--- src/design/isq_defines.svh ---
`ifndef ISQ_DEFINES_SVH
`define ISQ_DEFINES_SVH
// Overview of operation
// - An enabled event sets its bits in a source register, is offered in the queue word, and raises the interrupt request.
// - Five sources feed the queue, three of them event registers numbered 4, 8 and C.
// - The other two sources are overflow reports of the miss counter (10) and the collision counter (12).
// - The queue word is readable in memory mode and in I/O mode with the same content.
// - In memory mode the queue word sits at offset 120h of the register space.
// - In I/O mode the queue word sits at offset 0008h of the I/O window.
// - The low six bits of the queue word name the reported source register.
// - The upper ten bits of the queue word hold that source register's content.
// - After reset the queue word reads as zero.
// - The miss and collision counters are 10 bits wide and clear when read.
// - Reading the receive event register clears all of its bits.
// - The good-frame interrupt is raised only when enabled and never while receiving by DMA.

`define OFS_TEST_CONTROL 12'h118
`define OFS_QUEUE_WORD 12'h120
`define OFS_RECEIVE_EVENT 12'h124
`define OFS_TRANSMIT_EVENT 12'h128
`define OFS_BUFFER_EVENT 12'h12c
`define OFS_RECEIVE_MISS 12'h130
`define OFS_TRANSMIT_COLLISION 12'h132
`define OFS_LINE_STATUS 12'h134
`define OFS_SELF_STATUS 12'h136
`define OFS_BUS_STATUS 12'h138
`define OFS_REFLECTOR 12'h13c
`define IO_OFS_QUEUE_WORD 4'h8

`define NUM_RECEIVE_EVENT 6'h04
`define NUM_TRANSMIT_EVENT 6'h08
`define NUM_BUFFER_EVENT 6'h0c
`define NUM_RECEIVE_MISS 6'h10
`define NUM_TRANSMIT_COLLISION 6'h12
`define NUM_TEST_CONTROL 6'h19
`define NUM_LINE_STATUS 6'h14
`define NUM_SELF_STATUS 6'h16
`define NUM_BUS_STATUS 6'h18
`define NUM_REFLECTOR 6'h1c

`define CONTENT_LSB 6
`define CONTENT_WIDTH 10
`define GOOD_FRAME_BIT 2
`define COUNT_TOP_BIT 9
`define QUEUE_RESET 16'h0000
`define TEST_CONTROL_RESET 16'h0019
`define CONTENT_ZERO 10'h000
`define COUNT_ONE 10'h001
`define COUNT_OVERFLOW_FROM 10'h1ff
`endif

--- src/design/isq_pkg.sv ---
package isq_pkg;
    typedef enum logic [2:0] {
        SRC_NONE = 3'b000,
        SRC_RECEIVE = 3'b001,
        SRC_TRANSMIT = 3'b010,
        SRC_BUFFER = 3'b011,
        SRC_MISS = 3'b100,
        SRC_COLLISION = 3'b101
    } source_type;
    typedef logic [9:0] content_type;
endpackage

--- src/design/ethernet_interrupt_status_queue.sv ---
`timescale 1ns/1ns
`include "isq_defines.svh"
module ethernet_interrupt_status_queue (
    input wire logic clk_sys,
    input wire logic rst_b,
    input wire logic memRdStrobe,
    input wire logic memWrStrobe,
    input wire logic [11:0] memAddr,
    input wire logic [15:0] memWrData,
    input wire logic ioRdStrobe,
    input wire logic [3:0] ioAddr,
    output logic [15:0] rdData,
    output logic rdValid,
    input wire logic [9:0] rxEventPulse,
    input wire logic [9:0] rxEventEnable,
    input wire logic rxDmaMode,
    input wire logic [9:0] txEventPulse,
    input wire logic [9:0] txEventEnable,
    input wire logic [9:0] bufEventPulse,
    input wire logic [9:0] bufEventEnable,
    input wire logic rxMissPulse,
    input wire logic rxMissOverflowEnable,
    input wire logic txCollisionPulse,
    input wire logic txCollisionOverflowEnable,
    input wire logic irqEnable,
    input wire logic [9:0] lineStatus,
    input wire logic [9:0] selfStatus,
    input wire logic [9:0] busStatus,
    input wire logic [9:0] reflectorCount,
    output logic [15:0] testControl,
    output logic irqRequest
);
    logic [2:0] strobeSync;
    logic [2:0] strobeSeen_reg;
    logic [2:0] strobeSeen_next;
    logic memRdRise;
    logic memWrRise;
    logic ioRdRise;

    isq_pkg::content_type receive_event_reg;
    isq_pkg::content_type receive_event_next;
    isq_pkg::content_type transmit_event_reg;
    isq_pkg::content_type transmit_event_next;
    isq_pkg::content_type buffer_event_reg;
    isq_pkg::content_type buffer_event_next;
    isq_pkg::content_type missCount_reg;
    isq_pkg::content_type missCount_next;
    isq_pkg::content_type collisionCount_reg;
    isq_pkg::content_type collisionCount_next;
    logic rxPending_reg;
    logic rxPending_next;
    logic txPending_reg;
    logic txPending_next;
    logic bufPending_reg;
    logic bufPending_next;
    logic missPending_reg;
    logic missPending_next;
    logic collisionPending_reg;
    logic collisionPending_next;
    logic [15:0] testControl_reg;
    logic [15:0] testControl_next;
    logic [15:0] rdData_reg;
    logic [15:0] rdData_next;
    logic rdValid_reg;
    logic rdValid_next;
    logic irq_reg;
    logic irq_next;

    isq_pkg::source_type queueSource;
    logic [15:0] queueWord;
    logic queueRead;
    logic [9:0] rxEnabledMask;
    logic missOverflow;
    logic collisionOverflow;
    // Read side effects, one per source register
    logic rxClear;
    logic txClear;
    logic bufClear;
    logic missClear;
    logic collisionClear;
    logic anyPending;

    // Strobe pins pass two flops before any logic reads them
    sync_two_stage #(
        .WIDTH(3)
    ) i_sync_two_stage (
        .clk_sys(clk_sys),
        .rst_b(rst_b),
        .asyncIn({ioRdStrobe, memWrStrobe, memRdStrobe}),
        .syncOut(strobeSync)
    );

    // A strobe acts once, on its first high sample
    assign memRdRise = strobeSync[0] & ~strobeSeen_reg[0];
    assign memWrRise = strobeSync[1] & ~strobeSeen_reg[1];
    assign ioRdRise = strobeSync[2] & ~strobeSeen_reg[2];

    // Both access modes reach the same queue word
    assign queueRead = (memRdRise && memAddr == `OFS_QUEUE_WORD) ||
        (ioRdRise && ioAddr == `IO_OFS_QUEUE_WORD);

    // Good-frame event never interrupts while frames go by DMA
    always_comb begin
        rxEnabledMask = rxEventEnable;
        if (rxDmaMode) begin
            rxEnabledMask[`GOOD_FRAME_BIT] = 1'b0;
        end
    end

    // Overflow is the step that carries into the top bit
    assign missOverflow = rxMissPulse && missCount_reg[`COUNT_TOP_BIT:0] == `COUNT_OVERFLOW_FROM;
    assign collisionOverflow = txCollisionPulse && collisionCount_reg == `COUNT_OVERFLOW_FROM;

    // One pending source at a time, fixed priority
    always_comb begin
        queueSource = isq_pkg::SRC_NONE;
        queueWord = `QUEUE_RESET;
        if (rxPending_reg) begin
            queueSource = isq_pkg::SRC_RECEIVE;
            queueWord = {receive_event_reg, `NUM_RECEIVE_EVENT};
        end else if (txPending_reg) begin
            queueSource = isq_pkg::SRC_TRANSMIT;
            queueWord = {transmit_event_reg, `NUM_TRANSMIT_EVENT};
        end else if (bufPending_reg) begin
            queueSource = isq_pkg::SRC_BUFFER;
            queueWord = {buffer_event_reg, `NUM_BUFFER_EVENT};
        end else if (missPending_reg) begin
            queueSource = isq_pkg::SRC_MISS;
            queueWord = {missCount_reg, `NUM_RECEIVE_MISS};
        end else if (collisionPending_reg) begin
            queueSource = isq_pkg::SRC_COLLISION;
            queueWord = {collisionCount_reg, `NUM_TRANSMIT_COLLISION};
        end
    end

    // Read data and the side effects of each read
    always_comb begin
        rxClear = 1'b0;
        txClear = 1'b0;
        bufClear = 1'b0;
        missClear = 1'b0;
        collisionClear = 1'b0;
        rdValid_next = memRdRise | ioRdRise;
        rdData_next = rdData_reg;

        if (queueRead) begin
            rdData_next = queueWord;
            unique case (queueSource)
                isq_pkg::SRC_NONE: begin
                end
                isq_pkg::SRC_RECEIVE: rxClear = 1'b1;
                isq_pkg::SRC_TRANSMIT: txClear = 1'b1;
                isq_pkg::SRC_BUFFER: bufClear = 1'b1;
                isq_pkg::SRC_MISS: missClear = 1'b1;
                isq_pkg::SRC_COLLISION: collisionClear = 1'b1;
            endcase
        end else if (memRdRise) begin
            unique case (memAddr)
                `OFS_TEST_CONTROL: rdData_next = testControl_reg;
                `OFS_RECEIVE_EVENT: begin
                    rdData_next = {receive_event_reg, `NUM_RECEIVE_EVENT};
                    rxClear = 1'b1;
                end
                `OFS_TRANSMIT_EVENT: begin
                    rdData_next = {transmit_event_reg, `NUM_TRANSMIT_EVENT};
                    txClear = 1'b1;
                end
                `OFS_BUFFER_EVENT: begin
                    rdData_next = {buffer_event_reg, `NUM_BUFFER_EVENT};
                    bufClear = 1'b1;
                end
                `OFS_RECEIVE_MISS: begin
                    rdData_next = {missCount_reg, `NUM_RECEIVE_MISS};
                    missClear = 1'b1;
                end
                `OFS_TRANSMIT_COLLISION: begin
                    rdData_next = {collisionCount_reg, `NUM_TRANSMIT_COLLISION};
                    collisionClear = 1'b1;
                end
                // Status views carry their own register numbers
                `OFS_LINE_STATUS: rdData_next = {lineStatus, `NUM_LINE_STATUS};
                `OFS_SELF_STATUS: rdData_next = {selfStatus, `NUM_SELF_STATUS};
                `OFS_BUS_STATUS: rdData_next = {busStatus, `NUM_BUS_STATUS};
                `OFS_REFLECTOR: rdData_next = {reflectorCount, `NUM_REFLECTOR};
                default: rdData_next = 16'h0000;
            endcase
        end else if (ioRdRise) begin
            rdData_next = 16'h0000;
        end
    end

    // Test control keeps its own number in the low field
    always_comb begin
        testControl_next = testControl_reg;
        if (memWrRise && memAddr == `OFS_TEST_CONTROL) begin
            testControl_next = {memWrData[15:6], `NUM_TEST_CONTROL};
        end
    end

    // Strobe history for edge detection
    always_comb begin
        strobeSeen_next = strobeSync;
    end

    // Set wins over a clear in the same cycle
    always_comb begin
        receive_event_next = (rxClear ? `CONTENT_ZERO : receive_event_reg) | rxEventPulse;
        transmit_event_next = (txClear ? `CONTENT_ZERO : transmit_event_reg) | txEventPulse;
        buffer_event_next = (bufClear ? `CONTENT_ZERO : buffer_event_reg) | bufEventPulse;
    end

    // Counters wrap within ten bits and restart from zero on a read
    always_comb begin
        missCount_next = (missClear ? `CONTENT_ZERO : missCount_reg) +
            (rxMissPulse ? `COUNT_ONE : `CONTENT_ZERO);
        collisionCount_next = (collisionClear ? `CONTENT_ZERO : collisionCount_reg) +
            (txCollisionPulse ? `COUNT_ONE : `CONTENT_ZERO);
    end

    // A source stays pending until the read that reports it
    always_comb begin
        rxPending_next = (rxPending_reg & ~rxClear) | (|(rxEventPulse & rxEnabledMask));
        txPending_next = (txPending_reg & ~txClear) | (|(txEventPulse & txEventEnable));
        bufPending_next = (bufPending_reg & ~bufClear) | (|(bufEventPulse & bufEventEnable));
        missPending_next = (missPending_reg & ~missClear) |
            (missOverflow & rxMissOverflowEnable);
        collisionPending_next = (collisionPending_reg & ~collisionClear) |
            (collisionOverflow & txCollisionOverflowEnable);
    end

    // Request follows the pending flags of the coming cycle
    always_comb begin
        anyPending = rxPending_next | txPending_next | bufPending_next | missPending_next |
            collisionPending_next;
        irq_next = irqEnable & anyPending;
    end

    // Strobe history
    always_ff @(posedge clk_sys or negedge rst_b) begin
        if (!rst_b) begin
            strobeSeen_reg <= 3'h0;
        end else begin
            strobeSeen_reg <= strobeSeen_next;
        end
    end

    // Bus side: read data, read valid and test control
    always_ff @(posedge clk_sys or negedge rst_b) begin
        if (!rst_b) begin
            testControl_reg <= `TEST_CONTROL_RESET;
            rdData_reg <= `QUEUE_RESET;
            rdValid_reg <= 1'b0;
        end else begin
            testControl_reg <= testControl_next;
            rdData_reg <= rdData_next;
            rdValid_reg <= rdValid_next;
        end
    end

    // Event registers
    always_ff @(posedge clk_sys or negedge rst_b) begin
        if (!rst_b) begin
            receive_event_reg <= `CONTENT_ZERO;
            transmit_event_reg <= `CONTENT_ZERO;
            buffer_event_reg <= `CONTENT_ZERO;
        end else begin
            receive_event_reg <= receive_event_next;
            transmit_event_reg <= transmit_event_next;
            buffer_event_reg <= buffer_event_next;
        end
    end

    // Overflow counters
    always_ff @(posedge clk_sys or negedge rst_b) begin
        if (!rst_b) begin
            missCount_reg <= `CONTENT_ZERO;
            collisionCount_reg <= `CONTENT_ZERO;
        end else begin
            missCount_reg <= missCount_next;
            collisionCount_reg <= collisionCount_next;
        end
    end

    // Pending flags
    always_ff @(posedge clk_sys or negedge rst_b) begin
        if (!rst_b) begin
            rxPending_reg <= 1'b0;
            txPending_reg <= 1'b0;
            bufPending_reg <= 1'b0;
            missPending_reg <= 1'b0;
            collisionPending_reg <= 1'b0;
        end else begin
            rxPending_reg <= rxPending_next;
            txPending_reg <= txPending_next;
            bufPending_reg <= bufPending_next;
            missPending_reg <= missPending_next;
            collisionPending_reg <= collisionPending_next;
        end
    end

    // Interrupt request
    always_ff @(posedge clk_sys or negedge rst_b) begin
        if (!rst_b) begin
            irq_reg <= 1'b0;
        end else begin
            irq_reg <= irq_next;
        end
    end

    assign rdData = rdData_reg;
    assign rdValid = rdValid_reg;
    assign testControl = testControl_reg;
    assign irqRequest = irq_reg;
endmodule

--- src/design/sync_two_stage.sv ---
`timescale 1ns/1ns
module sync_two_stage #(
    parameter int WIDTH = 1
) (
    input wire logic clk_sys,
    input wire logic rst_b,
    input wire logic [WIDTH-1:0] asyncIn,
    output logic [WIDTH-1:0] syncOut
);
    logic [WIDTH-1:0] firstStage_reg;
    logic [WIDTH-1:0] secondStage_reg;

    // First stage is read only by the second
    always_ff @(posedge clk_sys or negedge rst_b) begin
        if (!rst_b) begin
            firstStage_reg <= '0;
            secondStage_reg <= '0;
        end else begin
            firstStage_reg <= asyncIn;
            secondStage_reg <= firstStage_reg;
        end
    end

    assign syncOut = secondStage_reg;
endmodule

--- config.mk ---
export PLATFORM = sky130hd
export DESIGN_NAME = ethernet_interrupt_status_queue
export DESIGN_NICKNAME = d
export VERILOG_FILES = /design/src/design/isq_pkg.sv /design/src/design/ethernet_interrupt_status_queue.sv /design/src/design/sync_two_stage.sv
export VERILOG_INCLUDE_DIRS = /design/src /design/src/design
export SDC_FILE = /design/constraint.sdc
export NUM_CORES = 1
export LEC_CHECK = 0
export BUFFER_PORTS_ARGS = -buffer_cell sky130_fd_sc_hd__buf_2
export CAP_MARGIN = 5
export CORE_ASPECT_RATIO = 0.9
export CORE_UTILIZATION = 45
export CTS_CLUSTER_SIZE = 12
export DETAILED_ROUTE_END_ITERATION = 6
export HOLD_SLACK_MARGIN = 0.03
export PLACE_DENSITY = 0.76
export SYNTH_ARGS = -nofsm -noshare
export SYNTH_HDL_FRONTEND = slang
export SYNTH_SLANG_ARGS = --single-unit
export TNS_END_PERCENT = 30
--- constraint.sdc ---
create_clock -name clk_sys -period 2.6 [get_ports clk_sys]
set_input_delay 0.52 -clock clk_sys [delete_from_list [all_inputs] [get_ports clk_sys]]
set_output_delay 0.52 -clock clk_sys [all_outputs]
set_load 0.005 [all_outputs]
==> impl_metrics.prom, run 1 <==
# TYPE chip_impl_metric gauge
chip_impl_info{name="outcome",value="finished clean"} 1
chip_impl_metric{name="buffers_on_ports",unit=""} 163
chip_impl_metric{name="floorplan.die_area",unit="um^2"} 12000
chip_impl_metric{name="design_area",unit="um^2"} 6840
chip_impl_metric{name="largest_register_ff_count",unit=""} 15
chip_impl_metric{name="fin_setup_tns",unit="ps"} 0
chip_impl_metric{name="leakagePower",unit="nW"} 3.25
chip_impl_metric{name="critPathMaxFanout",unit=""} 22
chip_impl_metric{name="first_global_vias",unit=""} 5206
chip_impl_metric{name="yosys_register_bits",unit=""} 91
chip_impl_info{name="top_count_cell_post_synth",value="dfrtp_1"} 1
chip_impl_info{name="critical_path.top_delay_family",value="simple AND/OR/NAND/NOR gates"} 1
chip_impl_metric{name="global_route.usage.met3",unit="%"} 5.54
chip_impl_metric{name="total_congestion_overflow_after_global_routing",unit=""} 0
chip_impl_metric{name="critical_path_buf_inv_count",unit=""} 2
chip_impl_metric{name="max-vdd-ir-drop",unit="mV"} 0.356
chip_impl_metric{name="cts.hold.buffers_added",unit=""} 0
chip_impl_info{name="yosys-top-cells-count",value="dfrtp_1, nor2_1, nand2_1"} 1
chip_impl_metric{name="number_of_max_slew_violations_in_the_final_report",unit=""} 0
chip_impl_info{name="setup.worst_path.start_class",value="input port"} 1
chip_impl_metric{name="synthesis.area_per_instance",unit="um^2"} 9.97
chip_impl_metric{name="powerDensity",unit="nW/um^2"} 543
chip_impl_metric{name="period_minus_slack",unit="ps"} 2400
chip_impl_metric{name="num-fill-cells",unit=""} 965
chip_impl_metric{name="synth_warnings",unit=""} 0
chip_impl_metric{name="syn_inst",unit=""} 521
chip_impl_info{name="worst_path_max_delay_cell",value="nor4b_4"} 1
chip_impl_metric{name="synthesized_area_fraction_occupied_by_and_or_nand_nor_cells",unit="%"} 16.8
chip_impl_info{name="grt_setup_unrepaired",value="false"} 1
chip_impl_metric{name="die_h",unit="um"} 104
chip_impl_info{name="worstSetupEndpoint",value="collisionCount_reg[4]"} 1
chip_impl_metric{name="sum_of_net_half_perimeters_after_detailed_placement",unit="um"} 14200
chip_impl_metric{name="max_freq",unit="MHz"} 417
chip_impl_metric{name="final_layout_size_suffix_gt1_share",unit="%"} 36.2
chip_impl_metric{name="htreeDepth",unit=""} 3
chip_impl_metric{name="slew-limit-headroom",unit="%"} 51.1
chip_impl_metric{name="drt_first_pass_iters",unit=""} 5
chip_impl_metric{name="finalNonFillerCells",unit=""} 882
chip_impl_metric{name="antenna_found_initial",unit=""} 0
chip_impl_metric{name="vias_per_cell",unit=""} 5.87
chip_impl_metric{name="area_delta_synth_final",unit="%"} 31.5
chip_impl_metric{name="mappedNetlistArea",unit="um^2"} 5200
chip_impl_metric{name="num_rows",unit=""} 36
chip_impl_metric{name="synth.lib_cells_used.distinct",unit=""} 72
chip_impl_info{name="holdCritPathClass",value="input port to asynchronous set/reset pin"} 1
chip_impl_metric{name="area_of_the_core_region",unit="um^2"} 11000
chip_impl_metric{name="number_of_setup_buffers_added_after_cts",unit=""} 0
chip_impl_metric{name="worstRegToRegCells",unit=""} 11
chip_impl_metric{name="worstMarginPinSlew",unit="ps"} 732
chip_impl_metric{name="die_x",unit="um"} 115
chip_impl_metric{name="placed_area",unit="um^2"} 6530
chip_impl_metric{name="asyncSetResetFlopFracSynth",unit="%"} 100
chip_impl_info{name="root_buffer",value="clkbuf_16"} 1
chip_impl_metric{name="globalRouteMet1Util",unit="%"} 43.0
chip_impl_metric{name="gpl.final_weighted_congestion",unit=""} 0.965
chip_impl_metric{name="r2r_slack",unit="ps"} 220
chip_impl_metric{name="drt-wirelength-per-cell",unit="um"} 20.0
chip_impl_metric{name="grt.met2_usage",unit="%"} 47.5
chip_impl_metric{name="cts_made_buffers",unit=""} 9
chip_impl_metric{name="finalWirelength",unit="um"} 17600
chip_impl_metric{name="vias",unit=""} 5174
chip_impl_info{name="launch_point_of_the_worst_reg_to_reg_path",value="i_sync_two_stage.syncOut[2]"} 1
chip_impl_metric{name="multi_input_area",unit="um^2"} 2730
chip_impl_info{name="synth_area_leaders",value="dfrtp_1, a22oi_1, a21o_1"} 1
chip_impl_info{name="synth_top_family_by_area",value="compound AO/OA/AOI/OAI gates"} 1
chip_impl_metric{name="worstSetupPathDepth",unit=""} 12
chip_impl_metric{name="clk_transition_reported_paths",unit="ps"} 70
chip_impl_metric{name="count_of_flip_flops_with_a_built_in_enable_after_synthesis",unit=""} 0
chip_impl_metric{name="cts-resized-gates",unit=""} 0
chip_impl_info{name="synth_area_leader_cell",value="dfrtp_1"} 1
chip_impl_metric{name="finalCritPeriodShare",unit="%"} 92.2
chip_impl_metric{name="seq_area",unit="um^2"} 2280
chip_impl_metric{name="critical_path_required",unit="ps"} 2830
chip_impl_info{name="timing.critical_path.cells",value="buf_2 > nor4b_4 > buf_4 > and3_1 > and2_1 > or2_1 > nor2_1 > ha_1 > ha_1 > nand3_1 > xor2_1 > nor2_1"} 1
chip_impl_info{name="critical_path.startpoint",value="memAddr[9]"} 1
chip_impl_metric{name="synth_compound_area_share",unit="%"} 24.9
chip_impl_info{name="setup.worst_path.end_class",value="register"} 1
chip_impl_metric{name="layout.nets",unit=""} 872
chip_impl_metric{name="route.detailed.drc",unit=""} 0
chip_impl_metric{name="groute.usage.overall",unit="%"} 30.7
chip_impl_metric{name="synth_sequential_area_ratio",unit="%"} 43.8
chip_impl_metric{name="finalHoldViolations",unit=""} 0
chip_impl_info{name="global_route.peak_usage_layer",value="met2"} 1
chip_impl_metric{name="synth_mux_area_share",unit="%"} 6.45
chip_impl_metric{name="synthDominantCellAreaShare",unit="%"} 43.8
chip_impl_metric{name="num_antenna_cells",unit=""} 0
chip_impl_info{name="timing.setup.critical_path_class",value="input port to register"} 1
chip_impl_metric{name="finClkSkew",unit="ps"} 5.83
chip_impl_metric{name="cts-root-to-sink-buffers",unit=""} 2
chip_impl_metric{name="cp.arrival",unit="ps"} 2630
chip_impl_metric{name="number_of_maximum_capacitance_violations",unit=""} 0
chip_impl_metric{name="initial_utilization",unit="%"} 47.1
chip_impl_metric{name="clock_latency",unit="ps"} 350
chip_impl_info{name="synth_top_flop_cell",value="dfrtp_1"} 1
chip_impl_metric{name="post-layout-total-power",unit="mW"} 3.71
chip_impl_metric{name="drt.antenna.violating_nets",unit=""} 0
chip_impl_metric{name="boundaryPins",unit=""} 177
chip_impl_metric{name="cts.sinks",unit=""} 91
chip_impl_metric{name="global_route_wire_length_before_repair",unit="um"} 27400
chip_impl_metric{name="timing.critical_path.slowest_cell_delay",unit="ps"} 340
chip_impl_info{name="clock_tree_from_tritoncts",value="yes"} 1
chip_impl_metric{name="timing.final.setup_violations",unit=""} 0
chip_impl_metric{name="yosys.area_share.adder",unit="%"} 0.963
chip_impl_metric{name="dp_cell_count",unit=""} 866
chip_impl_metric{name="drt_iter0_markers",unit=""} 478
chip_impl_metric{name="grt_max_degree",unit=""} 38
chip_impl_metric{name="synth-xor-area-share",unit="%"} 2.36
chip_impl_info{name="worst_r2r_endpoint",value="missCount_reg[4]"} 1
## power breakdown
part / total (mW) / switching [mW] / leakage, nW / internal (mW)
Sequential: 1.75 / 0.212 / 1.04 / 1.54
Clock: 1.34 / 0.578 / 0.145 / 0.758
Combinational: 0.621 / 0.328 / 2.06 / 0.294
## logic make-up after synthesis
| kind of cell | after synthesis |
|---|---|
| AO/OA/AOI/OAI | 174 |
| AND/OR/NAND/NOR | 155 |
| buffers and inverters | 49 |
| XOR/XNOR | 14 |
| adder cells (fa/ha/maj) | 4 |
| flip-flops | 91 |
| multiplexers | 32 |
| other | 2 |
## how the worst min path moves through the flow
| stage | depth (start not counted) | slack, ps | to |
|---|---|---|---|
| final | 1 | 110 | i_sync_two_stage.firstStage_reg[1] |
| after detailed placement | 0 | 340 | i_sync_two_stage.syncOut[2] |
| after floorplan | 0 | 220 | bufPending_reg |
| after global routing | 1 | 140 | testControl[14] |
| after CTS | 1 | 120 | i_sync_two_stage.firstStage_reg[1] |
| after global placement | 0 | 330 | i_sync_two_stage.syncOut[0] |
## metal layers
layer  share of wire [%]  vias to the layer above
li1                    -                     2370
met3                 7.7                       44
met5                   0                        -
met4                 3.3                        0
met1                  43                     2458
met2                  46                      302
## cell type report
cell class | count | share of cell area (%)
flip-flops and latches | 91 | 33.3
repair buffers | 225 | 19.0
clock inverters | 6 | 1.04
well taps | 152 | 2.78
inverters | 12 | 0.659
clock buffers | 10 | 3.35
multi-input cells | 386 | 39.9
## metrics by stage
stage	hold WS (ps)	setup slack [ps]	util, %
floorplan	224	-144	-
global placement	331	-103	59.1
detailed placement	336	-208	59.1
CTS	124	95.1	61.8
global route	142	31.5	61.9
finish	114	202	61.9
## layout by cell type, fill, tap and decap left out, types with 3 or more instances in the layout
cell type | Yosys | routed
nand2_1 | 38 | 38
a221o_1 | 3 | 3
nor4_1 | 3 | 3
a21o_1 | 31 | 31
clkbuf_16 | 0 | 9
nor3_1 | 5 | 5
buf_4 | 9 | 62
o211ai_1 | 5 | 5
a22oi_1 | 36 | 36
o22ai_1 | 10 | 10
a21oi_1 | 15 | 15
dfrtp_1 | 91 | 91
nor2b_1 | 10 | 8
and3_1 | 10 | 10
nand2b_1 | 4 | 4
a211o_1 | 5 | 5
nor2_1 | 39 | 38
buf_2 | 15 | 162
nand3_1 | 16 | 15
a22o_1 | 4 | 4
xnor2_1 | 4 | 4
o221ai_1 | 6 | 6
inv_1 | 12 | 12
o21ai_1 | 4 | 4
mux2_1 | 10 | 10
a41oi_1 | 3 | 3
a31oi_1 | 5 | 5
a221oi_1 | 14 | 14
conb_1 | 2 | 7
or3_1 | 3 | 3
o21ai_0 | 13 | 13
mux2i_1 | 20 | 20
xor2_1 | 10 | 10
No activity file was read; power rests on OpenSTA's default activity.
==> inputs of run 2 (changes only) <==
Settings changed: CTS_CLUSTER_DIAMETER set to 80, PLACE_DENSITY 0.76 to 0.73.
Clock period 2.6 ns to 2.95 ns, I/O delays scaled along.
==> run 2 against run 1 <==
Against the previous run:
- flip-flop and latch count did not move
- clock skew rose by 5.1 ps
- total power fell by 15%
- critical endpoint is now irqRequest
- via count fell by 1.9%
- count of clock-buffer cells in the layout fell by 1
==> impl_metrics.prom, run 2 (synthesis gave the netlist of run 1 again) <==
# TYPE chip_impl_metric gauge
chip_impl_metric{name="num_antenna_cells",unit=""} 0
chip_impl_metric{name="fin_setup_tns",unit="ps"} 0
chip_impl_metric{name="gpl.final_weighted_congestion",unit=""} 0.945
chip_impl_metric{name="grt_max_degree",unit=""} 51
chip_impl_metric{name="cts.hold.buffers_added",unit=""} 0
chip_impl_info{name="holdCritPathClass",value="input port to asynchronous set/reset pin"} 1
chip_impl_metric{name="clk_transition_reported_paths",unit="ps"} 60
chip_impl_metric{name="drt.antenna.violating_nets",unit=""} 0
chip_impl_metric{name="sum_of_net_half_perimeters_after_detailed_placement",unit="um"} 13400
chip_impl_info{name="clock_tree_from_tritoncts",value="yes"} 1
chip_impl_metric{name="finish.utilization",unit="%"} 59.4
chip_impl_metric{name="r2r_slack",unit="ps"} 430
chip_impl_metric{name="groute.usage.overall",unit="%"} 30.1
chip_impl_metric{name="total_congestion_overflow_after_global_routing",unit=""} 0
chip_impl_info{name="outcome",value="finished clean"} 1
chip_impl_metric{name="finalCritPeriodShare",unit="%"} 86.7
chip_impl_metric{name="num_rows",unit=""} 36
chip_impl_metric{name="htreeDepth",unit=""} 3
chip_impl_info{name="timing.setup.critical_path_class",value="input port to register"} 1
chip_impl_metric{name="cts.sinks",unit=""} 91
chip_impl_info{name="launch_point_of_the_worst_reg_to_reg_path",value="i_sync_two_stage.syncOut[2]"} 1
chip_impl_metric{name="clock_latency",unit="ps"} 350
chip_impl_metric{name="cp.arrival",unit="ps"} 2780
chip_impl_metric{name="timing.final.setup_violations",unit=""} 0
chip_impl_info{name="setup.worst_path.end_class",value="register"} 1
chip_impl_metric{name="place_ws",unit="ps"} 65.6
chip_impl_info{name="leading_cell_type_in_the_layout_fill_and_taps_excluded",value="buf_2"} 1
chip_impl_metric{name="cts-root-to-sink-buffers",unit=""} 2
chip_impl_metric{name="die_h",unit="um"} 104
chip_impl_info{name="root_buffer",value="clkbuf_16"} 1
chip_impl_metric{name="first_global_vias",unit=""} 5026
chip_impl_metric{name="finalHoldViolations",unit=""} 0
chip_impl_metric{name="buffers_on_ports",unit=""} 163
chip_impl_info{name="worst_r2r_endpoint",value="collisionCount_reg[8]"} 1
chip_impl_metric{name="number_of_max_slew_violations_in_the_final_report",unit=""} 0
chip_impl_metric{name="final_layout_size_suffix_gt1_share",unit="%"} 32.1
chip_impl_metric{name="initial_utilization",unit="%"} 47.1
chip_impl_metric{name="slew-limit-headroom",unit="%"} 51.7
chip_impl_metric{name="die_x",unit="um"} 115
chip_impl_metric{name="critical_path_required",unit="ps"} 3170
chip_impl_metric{name="largest_register_ff_count",unit=""} 15
chip_impl_metric{name="leakagePower",unit="nW"} 3.08
chip_impl_metric{name="period_minus_slack",unit="ps"} 2560
chip_impl_metric{name="number_of_setup_buffers_added_after_cts",unit=""} 0
chip_impl_metric{name="worstMarginPinSlew",unit="ps"} 725
chip_impl_metric{name="vias_per_cell",unit=""} 5.98
chip_impl_metric{name="drt_iter0_markers",unit=""} 456
chip_impl_metric{name="cts-resized-gates",unit=""} 0
chip_impl_metric{name="antenna_found_initial",unit=""} 0
chip_impl_metric{name="design_area",unit="um^2"} 6560
chip_impl_info{name="mostFrequentLayoutCells",value="buf_2, dfrtp_1, nor2_1, nand2_1, a22oi_1"} 1
chip_impl_metric{name="area_delta_synth_final",unit="%"} 26.2
chip_impl_metric{name="placed_area",unit="um^2"} 6280
chip_impl_metric{name="max-vdd-ir-drop",unit="mV"} 0.464
chip_impl_info{name="grt_setup_unrepaired",value="false"} 1
chip_impl_metric{name="vias",unit=""} 5076
chip_impl_metric{name="cts_made_buffers",unit=""} 9
chip_impl_metric{name="number_of_maximum_capacitance_violations",unit=""} 0
chip_impl_metric{name="route.detailed.drc",unit=""} 0
chip_impl_metric{name="layout.nets",unit=""} 841
chip_impl_metric{name="area_of_the_core_region",unit="um^2"} 11000
chip_impl_metric{name="boundaryPins",unit=""} 177
chip_impl_metric{name="critPathMaxFanout",unit=""} 22
chip_impl_metric{name="finalWirelength",unit="um"} 17000
chip_impl_metric{name="final_critical_path_setup_slack",unit="ps"} 393
chip_impl_metric{name="floorplan.die_area",unit="um^2"} 12000
chip_impl_info{name="setup.worst_path.start_class",value="input port"} 1
chip_impl_metric{name="powerDensity",unit="nW/um^2"} 483
chip_impl_metric{name="global_route_wire_length_before_repair",unit="um"} 26900
chip_impl_metric{name="worstRegToRegCells",unit=""} 10
chip_impl_metric{name="drt-wirelength-per-cell",unit="um"} 20.0
chip_impl_metric{name="drt_first_pass_iters",unit=""} 5
chip_impl_metric{name="finClkSkew",unit="ps"} 11.0
chip_impl_metric{name="max_freq",unit="MHz"} 391
run 2: changes by cell type in the layout (fill, tap and decap cells not counted), sizes merged:
cell and change:
buf -31, clkbuf -1, inv -3, clkinv +2
run 2: routing by layer:
layer | wire [um] | track usage, % | up-vias | part of all wire, %
met5 | 0 | 0 | - | 0
met4 | 480 | 10.2 | 0 | 2.8
met3 | 1350 | 7.52 | 30 | 7.9
met2 | 7610 | 45.2 | 276 | 45
met1 | 7570 | 42.0 | 2455 | 45
li1 | - | - | 2315 | -
run 2: worst max-delay path by stage:
stage / to / from / slack, ps
floorplan: missCount_reg[7] / memAddr[0] / 110
global placement: irqRequest / memAddr[9] / 90
detailed placement: testControl[8] / memAddr[3] / 70
CTS: testControl[8] / memAddr[3] / 440
global route: collisionCount_reg[6] / i_sync_two_stage.syncOut[2] / 190
finish: irqRequest / memAddr[9] / 390
run 2: layout make-up:
cell class / instances / area (um^2)
clock inverters: 5 / 56.3
well taps: 152 / 190
multi-input cells: 386 / 2700
fillers: 936 / 4480
clock buffers: 9 / 225
flip-flops and latches: 91 / 2280
inverters: 12 / 45.0
repair buffers: 194 / 1060
run 2: where the power goes:
group | switching (mW) | total (mW) | internal (mW)
Combinational | 0.263 | 0.496 | 0.233
Clock | 0.471 | 1.12 | 0.645
Sequential | 0.196 | 1.55 | 1.36
Total | 0.930 | 3.17 | 2.24
run 2: stage by stage:
stage / total power [mW] / std cells / hold slack (ps)
final: 3.17 / 849 / 226
after global routing: 3.32 / 849 / 266
after CTS: 3.18 / 849 / 239
after detailed placement: 2.06 / 835 / 337
after global placement: 2.04 / 835 / 338
after floorplan: 1.78 / 526 / 294
run 2: worst max-delay path: stages:
cell	delay, ps
buf_2	120
nor4b_4	330
buf_4	320
nand3_1	230
nor4_2	310
buf_4	190
o311ai_1	100
or2_0	230
o41a_1	330
==> inputs of run 3 (changes only) <==
Settings changed: CTS_BUF_LIST set to sky130_fd_sc_hd__clkbuf_4 sky130_fd_sc_hd__clkbuf_8, REMOVE_ABC_BUFFERS set to 1.
==> run 3 against run 2 <==
Against the previous run:
- critical path depth stayed put
- total power fell by 7.8%
- via count increased by 1.8%
- worst hold slack got worse by 46 ps
- flip-flop and latch count did not move
- register-to-register slack lost 30 ps
- cell area decreased by 0.38%
- wire length increased by 2.8%
- fmax increased by 0.27%
- final cell count up 1.1%
- largest power group unchanged
- critical path type is now register to register
- utilization shrank 0.23 points
- count of clock-buffer cells in the layout increased by 2
==> impl_metrics.prom, run 3 (synthesis gave the netlist of run 1 again) <==
# TYPE chip_impl_metric gauge
chip_impl_info{name="holdCritPathClass",value="input port to asynchronous set/reset pin"} 1
chip_impl_metric{name="global_route_wire_length_before_repair",unit="um"} 27300
chip_impl_metric{name="area_of_the_core_region",unit="um^2"} 11000
chip_impl_metric{name="period_minus_slack",unit="ps"} 2550
chip_impl_metric{name="powerDensity",unit="nW/um^2"} 447
chip_impl_metric{name="drt-wirelength-per-cell",unit="um"} 20.4
chip_impl_info{name="grt_setup_unrepaired",value="false"} 1
chip_impl_metric{name="max-vdd-ir-drop",unit="mV"} 0.262
chip_impl_metric{name="cts.hold.buffers_added",unit=""} 0
chip_impl_metric{name="initial_utilization",unit="%"} 47.1
chip_impl_metric{name="clock_latency",unit="ps"} 380
chip_impl_metric{name="drt_first_pass_iters",unit=""} 5
chip_impl_metric{name="largest_register_ff_count",unit=""} 15
chip_impl_metric{name="multi_input_area",unit="um^2"} 2700
chip_impl_metric{name="final_layout_size_suffix_gt1_share",unit="%"} 33.0
chip_impl_metric{name="cp.arrival",unit="ps"} 2860
chip_impl_metric{name="die_x",unit="um"} 115
chip_impl_metric{name="max_freq",unit="MHz"} 392
chip_impl_metric{name="floorplan.die_area",unit="um^2"} 12000
chip_impl_metric{name="antenna_found_initial",unit=""} 0
chip_impl_metric{name="drt.antenna.violating_nets",unit=""} 0
chip_impl_metric{name="gpl.final_weighted_congestion",unit=""} 0.936
chip_impl_metric{name="htreeDepth",unit=""} 3
chip_impl_metric{name="final_critical_path_setup_slack",unit="ps"} 400
chip_impl_metric{name="leakagePower",unit="nW"} 3.08
chip_impl_info{name="setup.worst_path.start_class",value="register"} 1
chip_impl_metric{name="worstRegToRegCells",unit=""} 9
chip_impl_metric{name="cts.sinks",unit=""} 91
chip_impl_metric{name="finalCritPeriodShare",unit="%"} 86.4
chip_impl_metric{name="place_ws",unit="ps"} 79.3
chip_impl_info{name="mostFrequentLayoutCells",value="buf_2, dfrtp_1, nor2_1, buf_4, nand2_1"} 1
chip_impl_metric{name="route.detailed.drc",unit=""} 0
chip_impl_metric{name="num-fill-cells",unit=""} 1006
chip_impl_metric{name="cts-root-to-sink-buffers",unit=""} 2
chip_impl_info{name="root_buffer",value="clkbuf_8"} 1
chip_impl_metric{name="grt_max_degree",unit=""} 53
chip_impl_metric{name="critical_path_required",unit="ps"} 3260
chip_impl_metric{name="layout.nets",unit=""} 849
chip_impl_info{name="clock_tree_from_tritoncts",value="yes"} 1
chip_impl_info{name="timing.setup.critical_path_class",value="register to register"} 1
chip_impl_metric{name="groute.usage.overall",unit="%"} 30.7
chip_impl_info{name="outcome",value="finished clean"} 1
chip_impl_metric{name="vias",unit=""} 5169
chip_impl_metric{name="sum_of_net_half_perimeters_after_detailed_placement",unit="um"} 14000
chip_impl_metric{name="boundaryPins",unit=""} 177
chip_impl_metric{name="slew-limit-headroom",unit="%"} 50.9
chip_impl_metric{name="seq_area",unit="um^2"} 2280
chip_impl_metric{name="number_of_maximum_capacitance_violations",unit=""} 0
chip_impl_metric{name="num_rows",unit=""} 36
chip_impl_metric{name="clk_transition_reported_paths",unit="ps"} 90
chip_impl_metric{name="worstMarginPinSlew",unit="ps"} 737
chip_impl_metric{name="number_of_setup_buffers_added_after_cts",unit=""} 0
chip_impl_metric{name="buffers_on_ports",unit=""} 163
chip_impl_metric{name="die_h",unit="um"} 104
chip_impl_metric{name="total_congestion_overflow_after_global_routing",unit=""} 0
chip_impl_metric{name="critPathMaxFanout",unit=""} 5
chip_impl_metric{name="timing.final.setup_violations",unit=""} 0
chip_impl_metric{name="area_delta_synth_final",unit="%"} 25.7
chip_impl_metric{name="finClkSkew",unit="ps"} 10.8
chip_impl_metric{name="vias_per_cell",unit=""} 6.02
chip_impl_metric{name="number_of_max_slew_violations_in_the_final_report",unit=""} 0
chip_impl_metric{name="first_global_vias",unit=""} 4972
chip_impl_metric{name="finalWirelength",unit="um"} 17500
chip_impl_metric{name="cts_made_buffers",unit=""} 9
chip_impl_info{name="leading_cell_type_in_the_layout_fill_and_taps_excluded",value="buf_2"} 1
chip_impl_metric{name="drt_iter0_markers",unit=""} 483
chip_impl_info{name="setup.worst_path.end_class",value="register"} 1
chip_impl_metric{name="post-layout-total-power",unit="mW"} 2.92
chip_impl_metric{name="num_antenna_cells",unit=""} 0
chip_impl_metric{name="cts-resized-gates",unit=""} 0
chip_impl_metric{name="finalHoldViolations",unit=""} 0
## run 3: worst max-delay path: stages (launching register included)
cell and delay, ps:
dfrtp_1 350, nor2b_1 230, a41oi_1 360, and2_1 280, or2_1 240, nor2_1 100
ha_1 170, nand3_1 190, or3_1 400, a21oi_1 160
## run 3: area by class of cell
class                           count  share of cell area, %
Clock buffer                       11                   2.22
Clock inverter                      4                  0.785
Inverter                           12                  0.689
Multi-Input combinational cell    386                   41.3
Sequential cell                    91                   34.9
Tap cell                          152                   2.91
Timing Repair Buffer              202                   17.2
## run 3: per-stage QoR
step | setup TNS [ps] | utilization (%) | hold slack, ps | std cells | cell area [um^2]
4_1_cts | 0 | 59.2 | 191 | 858 | 6530
2_1_floorplan | -1910 | - | 294 | 489 | 5020
3_5_place_dp | 0 | 57.4 | 338 | 843 | 6340
6_report | 0 | 59.2 | 180 | 858 | 6530
5_1_grt | 0 | 59.2 | 212 | 858 | 6530
3_3_place_gp | 0 | 57.4 | 336 | 843 | 6340
## run 3: per-layer routing
layer  GRT usage (%)  share of wire [%]  wire length, um  up-vias
li1                -                  -                -     2330
met1            42.8                 44             7750     2530
met2            46.8                 45             7860      278
met3            6.99                8.4             1470       31
met4            10.3                2.3              405        0
met5               0                  0                0        -
## run 3: final timing paths
check,start,end,slack [ps]
worst max-delay path,i_sync_two_stage.syncOut[2],collisionCount_reg[9],400
worst min-delay path,rst_b,i_sync_two_stage.syncOut[2],180
worst max register to register,i_sync_two_stage.syncOut[2],collisionCount_reg[9],400
worst min register to register,i_sync_two_stage.firstStage_reg[1],i_sync_two_stage.syncOut[1],350
max in group asynchronous,rst_b,receive_event_reg[5],2120
min in group clk_sys,ioRdStrobe,i_sync_two_stage.firstStage_reg[2],310
## run 3: where the power goes
part	leakage, nW	switching (mW)	internal (mW)
Combinational	1.94	0.267	0.236
Clock	0.0988	0.444	0.419
Sequential	1.04	0.195	1.36
